$ cat config.mk
export PLATFORM = sky130hd
export DESIGN_NAME = e1msc_ctrl
export DESIGN_NICKNAME = d
export VERILOG_FILES = /design/src/pkg/e1msc_pkg.sv /design/src/pkg/e1msc_ais_if.sv /design/src/core/e1msc_ais_detect.sv /design/src/core/e1msc_ctrl.sv
export SDC_FILE = /design/constraint.sdc
export NUM_CORES = 1
export LEC_CHECK = 0
export ABC_AREA = 1
export BUFFER_PORTS_ARGS = -buffer_cell sky130_fd_sc_hd__buf_2
export CAP_MARGIN = 40
export CORE_MARGIN = 5
export CORE_UTILIZATION = 45
export CTS_CLUSTER_SIZE = 12
export DETAILED_ROUTE_END_ITERATION = 16
export HOLD_SLACK_MARGIN = 0.1
export SLEW_MARGIN = 5
export SYNTH_ARGS = -nofsm -noshare
export SYNTH_HDL_FRONTEND = slang
export SYNTH_SLANG_ARGS = --single-unit
$ cat constraint.sdc
create_clock -name clk_i -period 2.9 [get_ports clk_i]
set_input_delay 0.145 -clock clk_i [delete_from_list [all_inputs] [get_ports clk_i]]
set_output_delay 0.145 -clock clk_i [all_outputs]
set_load 0.05 [all_outputs]
$ cat src/pkg/e1msc_pkg.sv
package e1msc_pkg;

	// ****************************************
	// Register map, page 1
	// ****************************************
	localparam logic [4:0] MODE_SELECT_CTRL       = 5'h10;
	localparam logic [4:0] TX_ALARM_CTRL          = 5'h11;
	localparam logic [4:0] SLOT_ZERO_CTRL         = 5'h12;
	localparam logic [4:0] TX_MULTIFRAME_ALIGN    = 5'h13;
	localparam logic [4:0] IRQ_SIGNALING_CTRL     = 5'h14;
	localparam logic [4:0] CODING_LOOPBACK_CTRL   = 5'h15;
	localparam logic [4:0] NON_FRAME_ALIGN_CTRL   = 5'h16;
	localparam logic [4:0] MULTIFRAME_LINK_SELECT = 5'h17;
	localparam logic [4:0] TX_MESSAGE             = 5'h18;
	localparam logic [4:0] ERROR_INSERT           = 5'h19;
	localparam logic [4:0] SIGNALING_CTRL         = 5'h1a;
	localparam logic [4:0] IRQ_MASK_0             = 5'h1b;
	localparam logic [4:0] IRQ_MASK_1             = 5'h1c;
	localparam logic [4:0] IRQ_MASK_2             = 5'h1d;
	localparam logic [4:0] IRQ_MASK_3             = 5'h1e;
	localparam logic [4:0] LINE_RECEIVER_CTRL     = 5'h1f;
	localparam logic [4:0] CTRL_BASE              = 5'h10;
	localparam int         CTRL_WORDS             = 16;
	localparam logic [7:0] CTRL_RESET             = 8'h00;

	// ****************************************
	// Field positions
	// ****************************************
	localparam int ALARM_CRITERION_SELECT_BIT     = 7;
	localparam int REMAINDER_MODIFY_ENABLE_BIT    = 6;
	localparam int AUTO_INTERWORK_DISABLE_BIT     = 5;
	localparam int MANUAL_REMOTE_ALARM_BIT        = 4;
	localparam int MANUAL_Y_BIT_BIT               = 3;
	localparam int CRC4_SYNC_DISABLE_BIT          = 2;
	localparam int BASIC_REFRAME_REQUEST_BIT      = 1;
	localparam int MULTIFRAME_REFRAME_REQUEST_BIT = 0;
	localparam int TX_TRANSPARENT_MODE_BIT        = 2;
	localparam int INTL_BIT_NFAS_BIT              = 1;
	localparam int INTL_BIT_FAS_BIT               = 0;
	localparam int TX_REMOTE_ALARM_BIT_BIT        = 7;
	localparam int Y_BIT_POS                      = 5;

	// ****************************************
	// Alarm detection
	// ****************************************
	localparam int          AIS_WINDOW_BITS = 512;
	localparam logic [8:0]  AIS_WINDOW_LAST = 9'h1ff;
	localparam logic [1:0]  AIS_ZERO_LIMIT  = 2'h3;

endpackage

$ cat src/pkg/e1msc_ais_if.sv
interface e1msc_ais_if;
	logic bit_valid;
	logic bit_data;
	logic two_window;
	logic ais;

	modport ctrl (output bit_valid, output bit_data, output two_window, input ais);
	modport det  (input bit_valid, input bit_data, input two_window, output ais);
endinterface

$ cat src/core/e1msc_ais_detect.sv
module e1msc_ais_detect
	import e1msc_pkg::*;
(
	input  wire logic clk_i,
	input  wire logic arst_n_i,
	input  wire logic ce_i,
	e1msc_ais_if.det  port_i
);

	logic [8:0] bit_count;
	logic [1:0] zero_count;
	logic       prev_quiet;
	logic       ais;
	logic       last_bit;
	logic       quiet_now;

	assign last_bit  = bit_count == AIS_WINDOW_LAST;
	// Widened by one bit so that a saturated count plus a final zero cannot wrap to quiet.
	assign quiet_now = ({1'b0, zero_count} + {2'b00, ~port_i.bit_data}) < {1'b0, AIS_ZERO_LIMIT};
	assign port_i.ais = ais;

	always_ff @(posedge clk_i or negedge arst_n_i) begin
		if (!arst_n_i) begin
			bit_count  <= '0;
			zero_count <= '0;
			prev_quiet <= 1'b0;
			ais        <= 1'b0;
		end else if (ce_i && port_i.bit_valid) begin
			bit_count <= bit_count + 9'h001;
			if (last_bit) begin
				zero_count <= '0;
				prev_quiet <= quiet_now;
				// The paired criterion trades one extra window of latency for noise immunity.
				if (port_i.two_window)
					ais <= quiet_now && prev_quiet;
				else
					ais <= quiet_now;
			end else if (!port_i.bit_data && zero_count != AIS_ZERO_LIMIT) begin
				zero_count <= zero_count + 2'h1;
			end
		end
	end

endmodule

$ cat src/core/e1msc_ctrl.sv
module e1msc_ctrl
	import e1msc_pkg::*;
(
	input  wire logic       clk_i,
	input  wire logic       arst_n_i,
	input  wire logic       ce_i,
	input  wire logic       cs_i,
	input  wire logic       wr_i,
	input  wire logic       rd_i,
	input  wire logic [4:0] addr_i,
	input  wire logic [7:0] wdata_i,
	output logic      [7:0] rdata_o,
	input  wire logic       rx_bit_valid_i,
	input  wire logic       rx_bit_i,
	input  wire logic       basic_sync_i,
	input  wire logic       mf_sync_i,
	input  wire logic       frame_is_fas_i,
	input  wire logic       ts0_bit1_slot_i,
	input  wire logic       framed_bit_i,
	input  wire logic       tx_serial_stream_in_i,
	input  wire logic [3:0] rx_crc_rem_i,
	input  wire logic [3:0] tx_crc_delta_i,
	output logic      [3:0] crc_rem_o,
	output logic            tx_line_bit_o,
	output logic            tx_remote_alarm_o,
	output logic            tx_y_bit_o,
	output logic            ts0_bit1_o,
	output logic            crc4_sync_en_o,
	output logic            auto_interwork_en_o,
	output logic            ais_o,
	output logic            basic_reframe_o,
	output logic            mf_reframe_o
);

	// ****************************************
	// Register file
	// ****************************************
	logic [7:0] ctrl_word [CTRL_WORDS];
	logic       sel_ok;
	logic [3:0] sel_idx;
	logic [7:0] mode;
	logic [7:0] slot0;
	logic       transparent;

	function automatic logic in_page(input logic [4:0] a);
		return a >= CTRL_BASE;
	endfunction

	assign sel_ok      = cs_i && in_page(addr_i);
	assign sel_idx     = addr_i[3:0];
	assign mode        = ctrl_word[MODE_SELECT_CTRL[3:0]];
	assign slot0       = ctrl_word[SLOT_ZERO_CTRL[3:0]];
	assign transparent = slot0[TX_TRANSPARENT_MODE_BIT];

	always_ff @(posedge clk_i or negedge arst_n_i) begin
		if (!arst_n_i) begin
			for (int i = 0; i < CTRL_WORDS; i++)
				ctrl_word[i] <= CTRL_RESET;
		end else if (ce_i && sel_ok && wr_i) begin
			ctrl_word[sel_idx] <= wdata_i;
		end
	end

	// Addresses below the page read as zero rather than aliasing.
	always_ff @(posedge clk_i or negedge arst_n_i) begin
		if (!arst_n_i)
			rdata_o <= 8'h00;
		else if (ce_i && rd_i)
			rdata_o <= sel_ok ? ctrl_word[sel_idx] : 8'h00;
	end

	// ****************************************
	// Line input synchroniser
	// ****************************************
	logic [1:0] bit_valid_meta;
	logic [1:0] bit_data_meta;

	always_ff @(posedge clk_i or negedge arst_n_i) begin
		if (!arst_n_i) begin
			bit_valid_meta <= 2'h0;
			bit_data_meta  <= 2'h0;
		end else if (ce_i) begin
			bit_valid_meta <= {bit_valid_meta[0], rx_bit_valid_i};
			bit_data_meta  <= {bit_data_meta[0], rx_bit_i};
		end
	end

	// ****************************************
	// Alarm indication detection
	// ****************************************
	e1msc_ais_if ais_bus ();

	assign ais_bus.bit_valid  = bit_valid_meta[1];
	assign ais_bus.bit_data   = bit_data_meta[1];
	assign ais_bus.two_window = mode[ALARM_CRITERION_SELECT_BIT];
	assign ais_o              = ais_bus.ais;

	e1msc_ais_detect u_ais (
		.clk_i    (clk_i),
		.arst_n_i (arst_n_i),
		.ce_i     (ce_i),
		.port_i   (ais_bus.det)
	);

	// ****************************************
	// Transmit overhead selection
	// ****************************************
	logic [7:0] nfas_word;
	logic [7:0] mfas_word;
	logic       next_alarm;
	logic       next_y;
	logic       next_ts0;
	logic       next_line;
	logic [3:0] next_rem;

	assign nfas_word = ctrl_word[NON_FRAME_ALIGN_CTRL[3:0]];
	assign mfas_word = ctrl_word[TX_MULTIFRAME_ALIGN[3:0]];

	always_comb begin
		if (mode[MANUAL_REMOTE_ALARM_BIT])
			next_alarm = nfas_word[TX_REMOTE_ALARM_BIT_BIT];
		else
			next_alarm = basic_sync_i;
		if (mode[MANUAL_Y_BIT_BIT])
			next_y = mfas_word[Y_BIT_POS];
		else
			next_y = ~mf_sync_i;
		// With CRC on, the international bit position is left to the CRC path.
		if (mode[CRC4_SYNC_DISABLE_BIT])
			next_ts0 = frame_is_fas_i ? slot0[INTL_BIT_FAS_BIT]
				: slot0[INTL_BIT_NFAS_BIT];
		else
			next_ts0 = framed_bit_i;
		if (transparent)
			next_line = tx_serial_stream_in_i;
		else if (ts0_bit1_slot_i)
			next_line = next_ts0;
		else
			next_line = framed_bit_i;
		if (transparent && mode[REMAINDER_MODIFY_ENABLE_BIT])
			next_rem = rx_crc_rem_i ^ tx_crc_delta_i;
		else
			next_rem = rx_crc_rem_i;
	end

	always_ff @(posedge clk_i or negedge arst_n_i) begin
		if (!arst_n_i) begin
			tx_remote_alarm_o <= 1'b0;
			tx_y_bit_o        <= 1'b1;
			ts0_bit1_o        <= 1'b0;
			tx_line_bit_o     <= 1'b0;
			crc_rem_o         <= 4'h0;
		end else if (ce_i) begin
			tx_remote_alarm_o <= next_alarm;
			tx_y_bit_o        <= next_y;
			ts0_bit1_o        <= next_ts0;
			tx_line_bit_o     <= next_line;
			crc_rem_o         <= next_rem;
		end
	end

	assign crc4_sync_en_o      = ~mode[CRC4_SYNC_DISABLE_BIT];
	assign auto_interwork_en_o = ~mode[AUTO_INTERWORK_DISABLE_BIT];

	// ****************************************
	// Reframe requests
	// ****************************************
	// The host holds each bit for a frame; only its release starts a search.
	logic prev_basic;
	logic prev_mf;

	always_ff @(posedge clk_i or negedge arst_n_i) begin
		if (!arst_n_i) begin
			prev_basic      <= 1'b0;
			prev_mf         <= 1'b0;
			basic_reframe_o <= 1'b0;
			mf_reframe_o    <= 1'b0;
		end else if (ce_i) begin
			prev_basic      <= mode[BASIC_REFRAME_REQUEST_BIT];
			prev_mf         <= mode[MULTIFRAME_REFRAME_REQUEST_BIT];
			basic_reframe_o <= prev_basic && !mode[BASIC_REFRAME_REQUEST_BIT];
			mf_reframe_o    <= prev_mf && !mode[MULTIFRAME_REFRAME_REQUEST_BIT];
		end
	end
endmodule

---- Word level (Yosys, flattened, before mapping) ----
Index checks and enable logic that the tools add are counted.
operators by class
  reductions and logical operators ........ 17
  bitwise logic cells ..................... 6
  $add $sub $neg .......................... 3
  equality and inequality tests ........... 2
  shift operators ......................... 0
  multipliers ............................. 0
  div/mod/pow operators ................... 0
  order comparisons ....................... 4
  mux-type cells .......................... 17
operator list
  operator                                                               count
  128-bit bitwise mux                                                    1
  8-bit binary-select mux with 4-bit select                              1
  8-bit demux with 4-bit select                                          1
  8-bit two-way mux                                                      4
  1-bit logical AND                                                      11
  5-bit >= comparator (second input constant)                            2
  9-bit by 1-bit adder with 9-bit output (second input constant)         1
  9-bit == test (second input constant)                                  1
  1-bit two-way mux                                                      7
  5-bit by 1-bit < comparator with 1-bit output (second input constant)  1
  4-bit inverter with 5-bit output                                       1
  2-bit two-way mux                                                      2
  4-bit two-way mux                                                      1
  1-bit inverter                                                         4
  2-bit AND reduction                                                    2
  4-bit XOR                                                              1
  2-bit by 1-bit adder with 3-bit output                                 1
  1-bit zero test                                                        3
  3-bit by 2-bit < comparator with 1-bit output (second input constant)  1
  2-bit by 1-bit adder with 2-bit output (second input constant)         1
  2-bit != test (second input constant)                                  1
  2-bit nonzero test                                                     1
storage, ports and cells
  memories ................................ 0
  memory bits (writable) .................. 0
  bits in read-only memories .............. 0
  bits in latches ......................... 0
  word-level logic and storage cells ...... 81
  output and inout port bits .............. 21
  register bits ........................... 165

---- Longest topological paths before layout ----
  word-level depth ........................ 6
  mapped depth ............................ 11
  gate-level depth less buffers ........... 11

---- Hierarchy ----
From an unflattened synthesis, not the netlist that was laid out.
second synthesis, totals
  cell total of the unflattened synthesis .. 1,017
  area, all modules ....................... 7,812.5 um^2
modules (own cells, without submodules)
  module            instances  cells each  area an instance (um^2)
  e1msc_ctrl        1          928         7,103.1
  e1msc_ais_detect  1          89          709.4

---- Least setup slack after synthesis ----
Ideal clock, no wire load.
  path type ............................... register to register
  start point ............................. reg u_ais.bit_count[1]
  end point ............................... reg u_ais.zero_count[1]
  setup slack ............................. 1.370 ns
  buffers on the path ..................... 0
  clock period less this slack ............ 1.530 ns
  cell stages (with the launch flop) ...... 11
  setup time .............................. 0.083 ns
  required time ........................... 2.817 ns
  data arrival time ....................... 1.447 ns
  path through ............................ dfrtp_1 > ha_1 > nand3_1 > nor3b_1 > ha_1 > inv_1 > nor2_1 > inv_1 > o31ai_1 > nand3_1 > o21ai_0
on the way
  cells in the longest elaborated chain, start to end .. 3
ends and longest elaborated chain
  what                           line                    RTL
  from (decl)                    e1msc_ais_detect.sv:10  logic [8:0] bit_count;
  from (signal assigned)         e1msc_ais_detect.sv:29  bit_count <= bit_count + 9'h001;
  9-bit == test *                e1msc_ais_detect.sv:17  assign last_bit = bit_count == AIS_WINDOW_LAST;
  2-bit nonzero test (no line)   --
  2-bit AND reduction (no line)  --
  to (signal assigned)           e1msc_ais_detect.sv:39  zero_count <= zero_count + 2'h1;
  to (decl)                      e1msc_ais_detect.sv:11  logic [1:0] zero_count;
Every way passes the cells marked *; elsewhere a longest branch is shown, timed or not.
A chain may end at the register's enable or synchronous reset.

---- Worst setup path in the final report ----
  start point ............................. reg ctrl_word (netlist bit mode[2])
  end point ............................... reg tx_line_bit_o
on the way
  cells in the longest elaborated chain, start to end .. 3
ends and longest elaborated chain
  what                               line               RTL
  from (decl)                        e1msc_ctrl.sv:38   logic [7:0] ctrl_word [CTRL_WORDS];
  from (signal, indexed assignment)  e1msc_ctrl.sv:60   ctrl_word[sel_idx] <= wdata_i;
  1-bit two-way mux                  e1msc_ctrl.sv:129  if (mode[CRC4_SYNC_DISABLE_BIT])
  1-bit two-way mux                  e1msc_ctrl.sv:136  else if (ts0_bit1_slot_i)
  1-bit two-way mux                  e1msc_ctrl.sv:134  if (transparent)
  to (signal assigned)               e1msc_ctrl.sv:157  tx_line_bit_o <= next_line;
  to (decl)                          e1msc_ctrl.sv:24   output logic tx_line_bit_o,
Every way passes these cells.

==> flow_metrics.py <==
metrics = {
    "finish": {
        "fin_nets": 1082,
        "area_growth_pct": 14.64,
        "utilization_pct": 52.30,
        "diodes": 0,
        "mostFrequentLayoutCell": "nand2_1",
        "fill_cells": 1699,
        "final_cell_mix": "nand2_1, dfrtp_1, o21ai_1",
        "drive_gt1_share_pct": 12.32,
    },
    "sta": {
        "fin_hold_ws_ns": 0.1360,
        "rsz0062_at_grt": "false",
        "skew_ns": 0.005033,
        "slew_headroom_pct": 45.79,
        "drv_slew": 0,
        "period_minus_slack_ns": 2.204,
        "fin_tns_setup_ns": 0,
        "finalHoldViolCount": 0,
        "setup_slack_ns": 0.6964,
        "clock.fmax_mhz": 453.8,
        "tightest_slew_ns": 0.8122,
        "fin_crit_sh_pct": 75.99,
        "setup_viol": 0,
    },
    "setup_path": {
        "crit_path_start_kind": "flop",
        "path_class": "reg2reg",
        "cp_max_fo": 4,
        "end_kind": "flop",
        "ff2ff_path_depth": 8,
        "required_ns": 3.26,
        "cp_slowest_cell": "dlygate4sd3_1",
        "crit_path_start": "mode[2]",
        "crit_chain": "o21ai_0 > o21ai_0 > nand2_1 > nand2_1 > dlygate4sd3_1 > nand2_1 > dlygate4sd3_1 > nand2_1",
        "crit_path_frequent_cell": "nand2_1",
        "critical_path_cell_count": 8,
        "regToRegSetupSlack_ns": 0.70,
        "crit_path_max_incr_delay_ns": 0.56,
        "timing.rr.end": "tx_line_bit_o",
        "crit_arrival_ns": 2.57,
        "path_delay_family": "buffers and inverters",
        "endpoint": "tx_line_bit_o",
        "path_buf_inv": 2,
        "rr_startpoint": "mode[2]",
    },
    "detailed_routing": {
        "drc_errors": 0,
        "wl_um": 19140,
        "routedWlPerCell_um": 14.96,
        "first_pass_iters": 5,
        "via_per_inst": 4.975,
        "num_vias": 6368,
        "drt.antenna.violating_nets": 0,
        "drtIter0Drc": 463,
    },
    "cts": {
        "htree_levels": 4,
        "cts_tree": "done",
        "clockBufferDepth": 2,
        "ctsResizeCount": 0,
        "clock_latency_ns": 0.43,
        "ctsHoldBuffers": 20,
        "path_clk_slew_ns": 0.06,
        "cts_setup_buffers": 0,
        "cts_sinks": 165,
        "cts_root_buffer": "clkbuf_16",
        "cts_buffers": 17,
    },
    "hold_path": {
        "hold_class": "in2reg",
    },
    "synth": {
        "synth_cells": 990,
        "ys_types": 29,
        "synth_seq_cells": 165,
        "yosys_most_used_dff": "dfrtp_1",
        "synth_edf_count": 0,
        "synth_area_um2": 7836,
        "ys_async_sr_fraction_pct": 100.0,
        "yosysSeqAreaShare_pct": 52.71,
        "yosys_warnings": 0,
        "synth_nets": 1030,
        "syn_area_per_cell_um2": 7.915,
    },
    "floorplanning": {
        "rows": 48,
        "die_h_um": 142.0,
        "start_util_pct": 45.62,
        "core-area_um2": 17180,
        "fp.dieArea_um2": 20150,
        "die_w_um": 142.0,
        "ioPinCount": 56,
    },
    "placement": {
        "dp_hpwl_um": 12120,
        "place_ws_ns": 0.7872,
        "gp_congestion": 0.8175,
        "io_buffers": 55,
    },
    "global_routing": {
        "grt_pass1_vias": 6074,
        "grt_max_degree": 66,
        "antenna_found_initial": 0,
        "track_usage_pct": 20.07,
        "grt_pass1_wl_um": 32040,
        "gr-total-overflow": 0,
    },
    "power_and_ir_drop": {
        "p_leak_nw": 4.688,
        "peakVddDrop_mv": 0.4168,
        "power.density_nw_per_um2": 613.5,
    },
    "status": {
        "status": "complete, no violations",
    },
    "flow_run": {
        "cap_viol_max_count": 0,
    },
}
-- where the power goes --
group	internal [mW]	switching (mW)
logic	0.234	0.461
registers	2.51	0.121
clock network	1.29	0.898
total	4.03	1.48
-- cell usage after synthesis (6+ instances only) --
master / n / area share (%)
nand2_1: 526 / 25
clkbuf_1: 17 / 0.81
o21ai_1: 94 / 6.0
buf_2: 27 / 1.7
xor2_1: 9 / 1.0
nand2_2: 12 / 0.96
inv_1: 28 / 1.3
dfrtp_1: 164 / 52
o21ai_0: 44 / 2.8
buf_6: 6 / 0.86
o21ai_2: 10 / 1.1
nor2_1: 13 / 0.62
-- through the flow --
| stage | instances | power (mW) | cell area [µm²] |
|---|---|---|---|
| 2_1_floorplan | 990 | 3.117 | 7836 |
| 3_3_place_gp | 1227 | 3.334 | 8202 |
| 3_5_place_dp | 1228 | 3.349 | 8209 |
| 4_1_cts | 1280 | 5.570 | 8984 |
| 5_1_grt | 1280 | 5.771 | 8984 |
| 6_report | 1280 | 5.512 | 8984 |
-- area by class of cell --
class                           count  area, µm²  area share (%)
Clock buffer                       24      501.7           5.585
Inverter                           31      116.4           1.295
Timing Repair Buffer               86      576.8           6.421
Multi-Input combinational cell    741       3304           36.78
Tap cell                          225      281.5           3.134
Clock inverter                      8      72.57          0.8078
Sequential cell                   165       4130           45.97
-- tightest hold or removal path, cell delays in order --
cell     delay, ns
buf_2         0.09
nand2_1       0.04
o21ai_0       0.12
nand2_1       0.07
nand2_1       0.05
-- how the worst min path moves through the flow --
stage / startpoint / endpoint / slack (ns) / cells after the start
2_1_floorplan: arst_n_i / basic_reframe_o / -0.15 / 0
3_3_place_gp: arst_n_i / ts0_bit1_o / 0.20 / 1
3_5_place_dp: arst_n_i / ts0_bit1_o / 0.20 / 1
4_1_cts: framed_bit_i / ts0_bit1_o / 0.11 / 5
5_1_grt: framed_bit_i / ts0_bit1_o / 0.15 / 5
6_report: framed_bit_i / ts0_bit1_o / 0.14 / 5
-- routing by layer --
metal  track usage (%)  vias to the layer above  share of wire [%]
met5                 0                        -                  0
met4             5.101                        0                1.4
met1             30.42                     2979                 51
met3             4.032                       21                5.2
met2             29.66                      145                 42
li1                  -                     3223                  -
-- cell families (layout without fill, tap and decap cells) --
family	count (synthesis)	after routing	share of synthesized area [%]
simple gates	567	567	29.35
flops	165	165	52.71
compound gates	157	157	10.67
buf+inv	84	149	5.125
xor+xnor	11	11	1.230
fa+ha+maj	5	5	0.7983
mux	1	1	0.1277
-- flip-flops by register name, summed over array words and instances, names as in the netlist, 4 cells and up --
name	flops
rdata_o	8
mode	8
nfas_word	8
ctrl_word	96
slot0	8
u_ais.bit_count	9
mfas_word	8
crc_rem_o	4
Note: power is estimated with default switching activity, not from simulation.
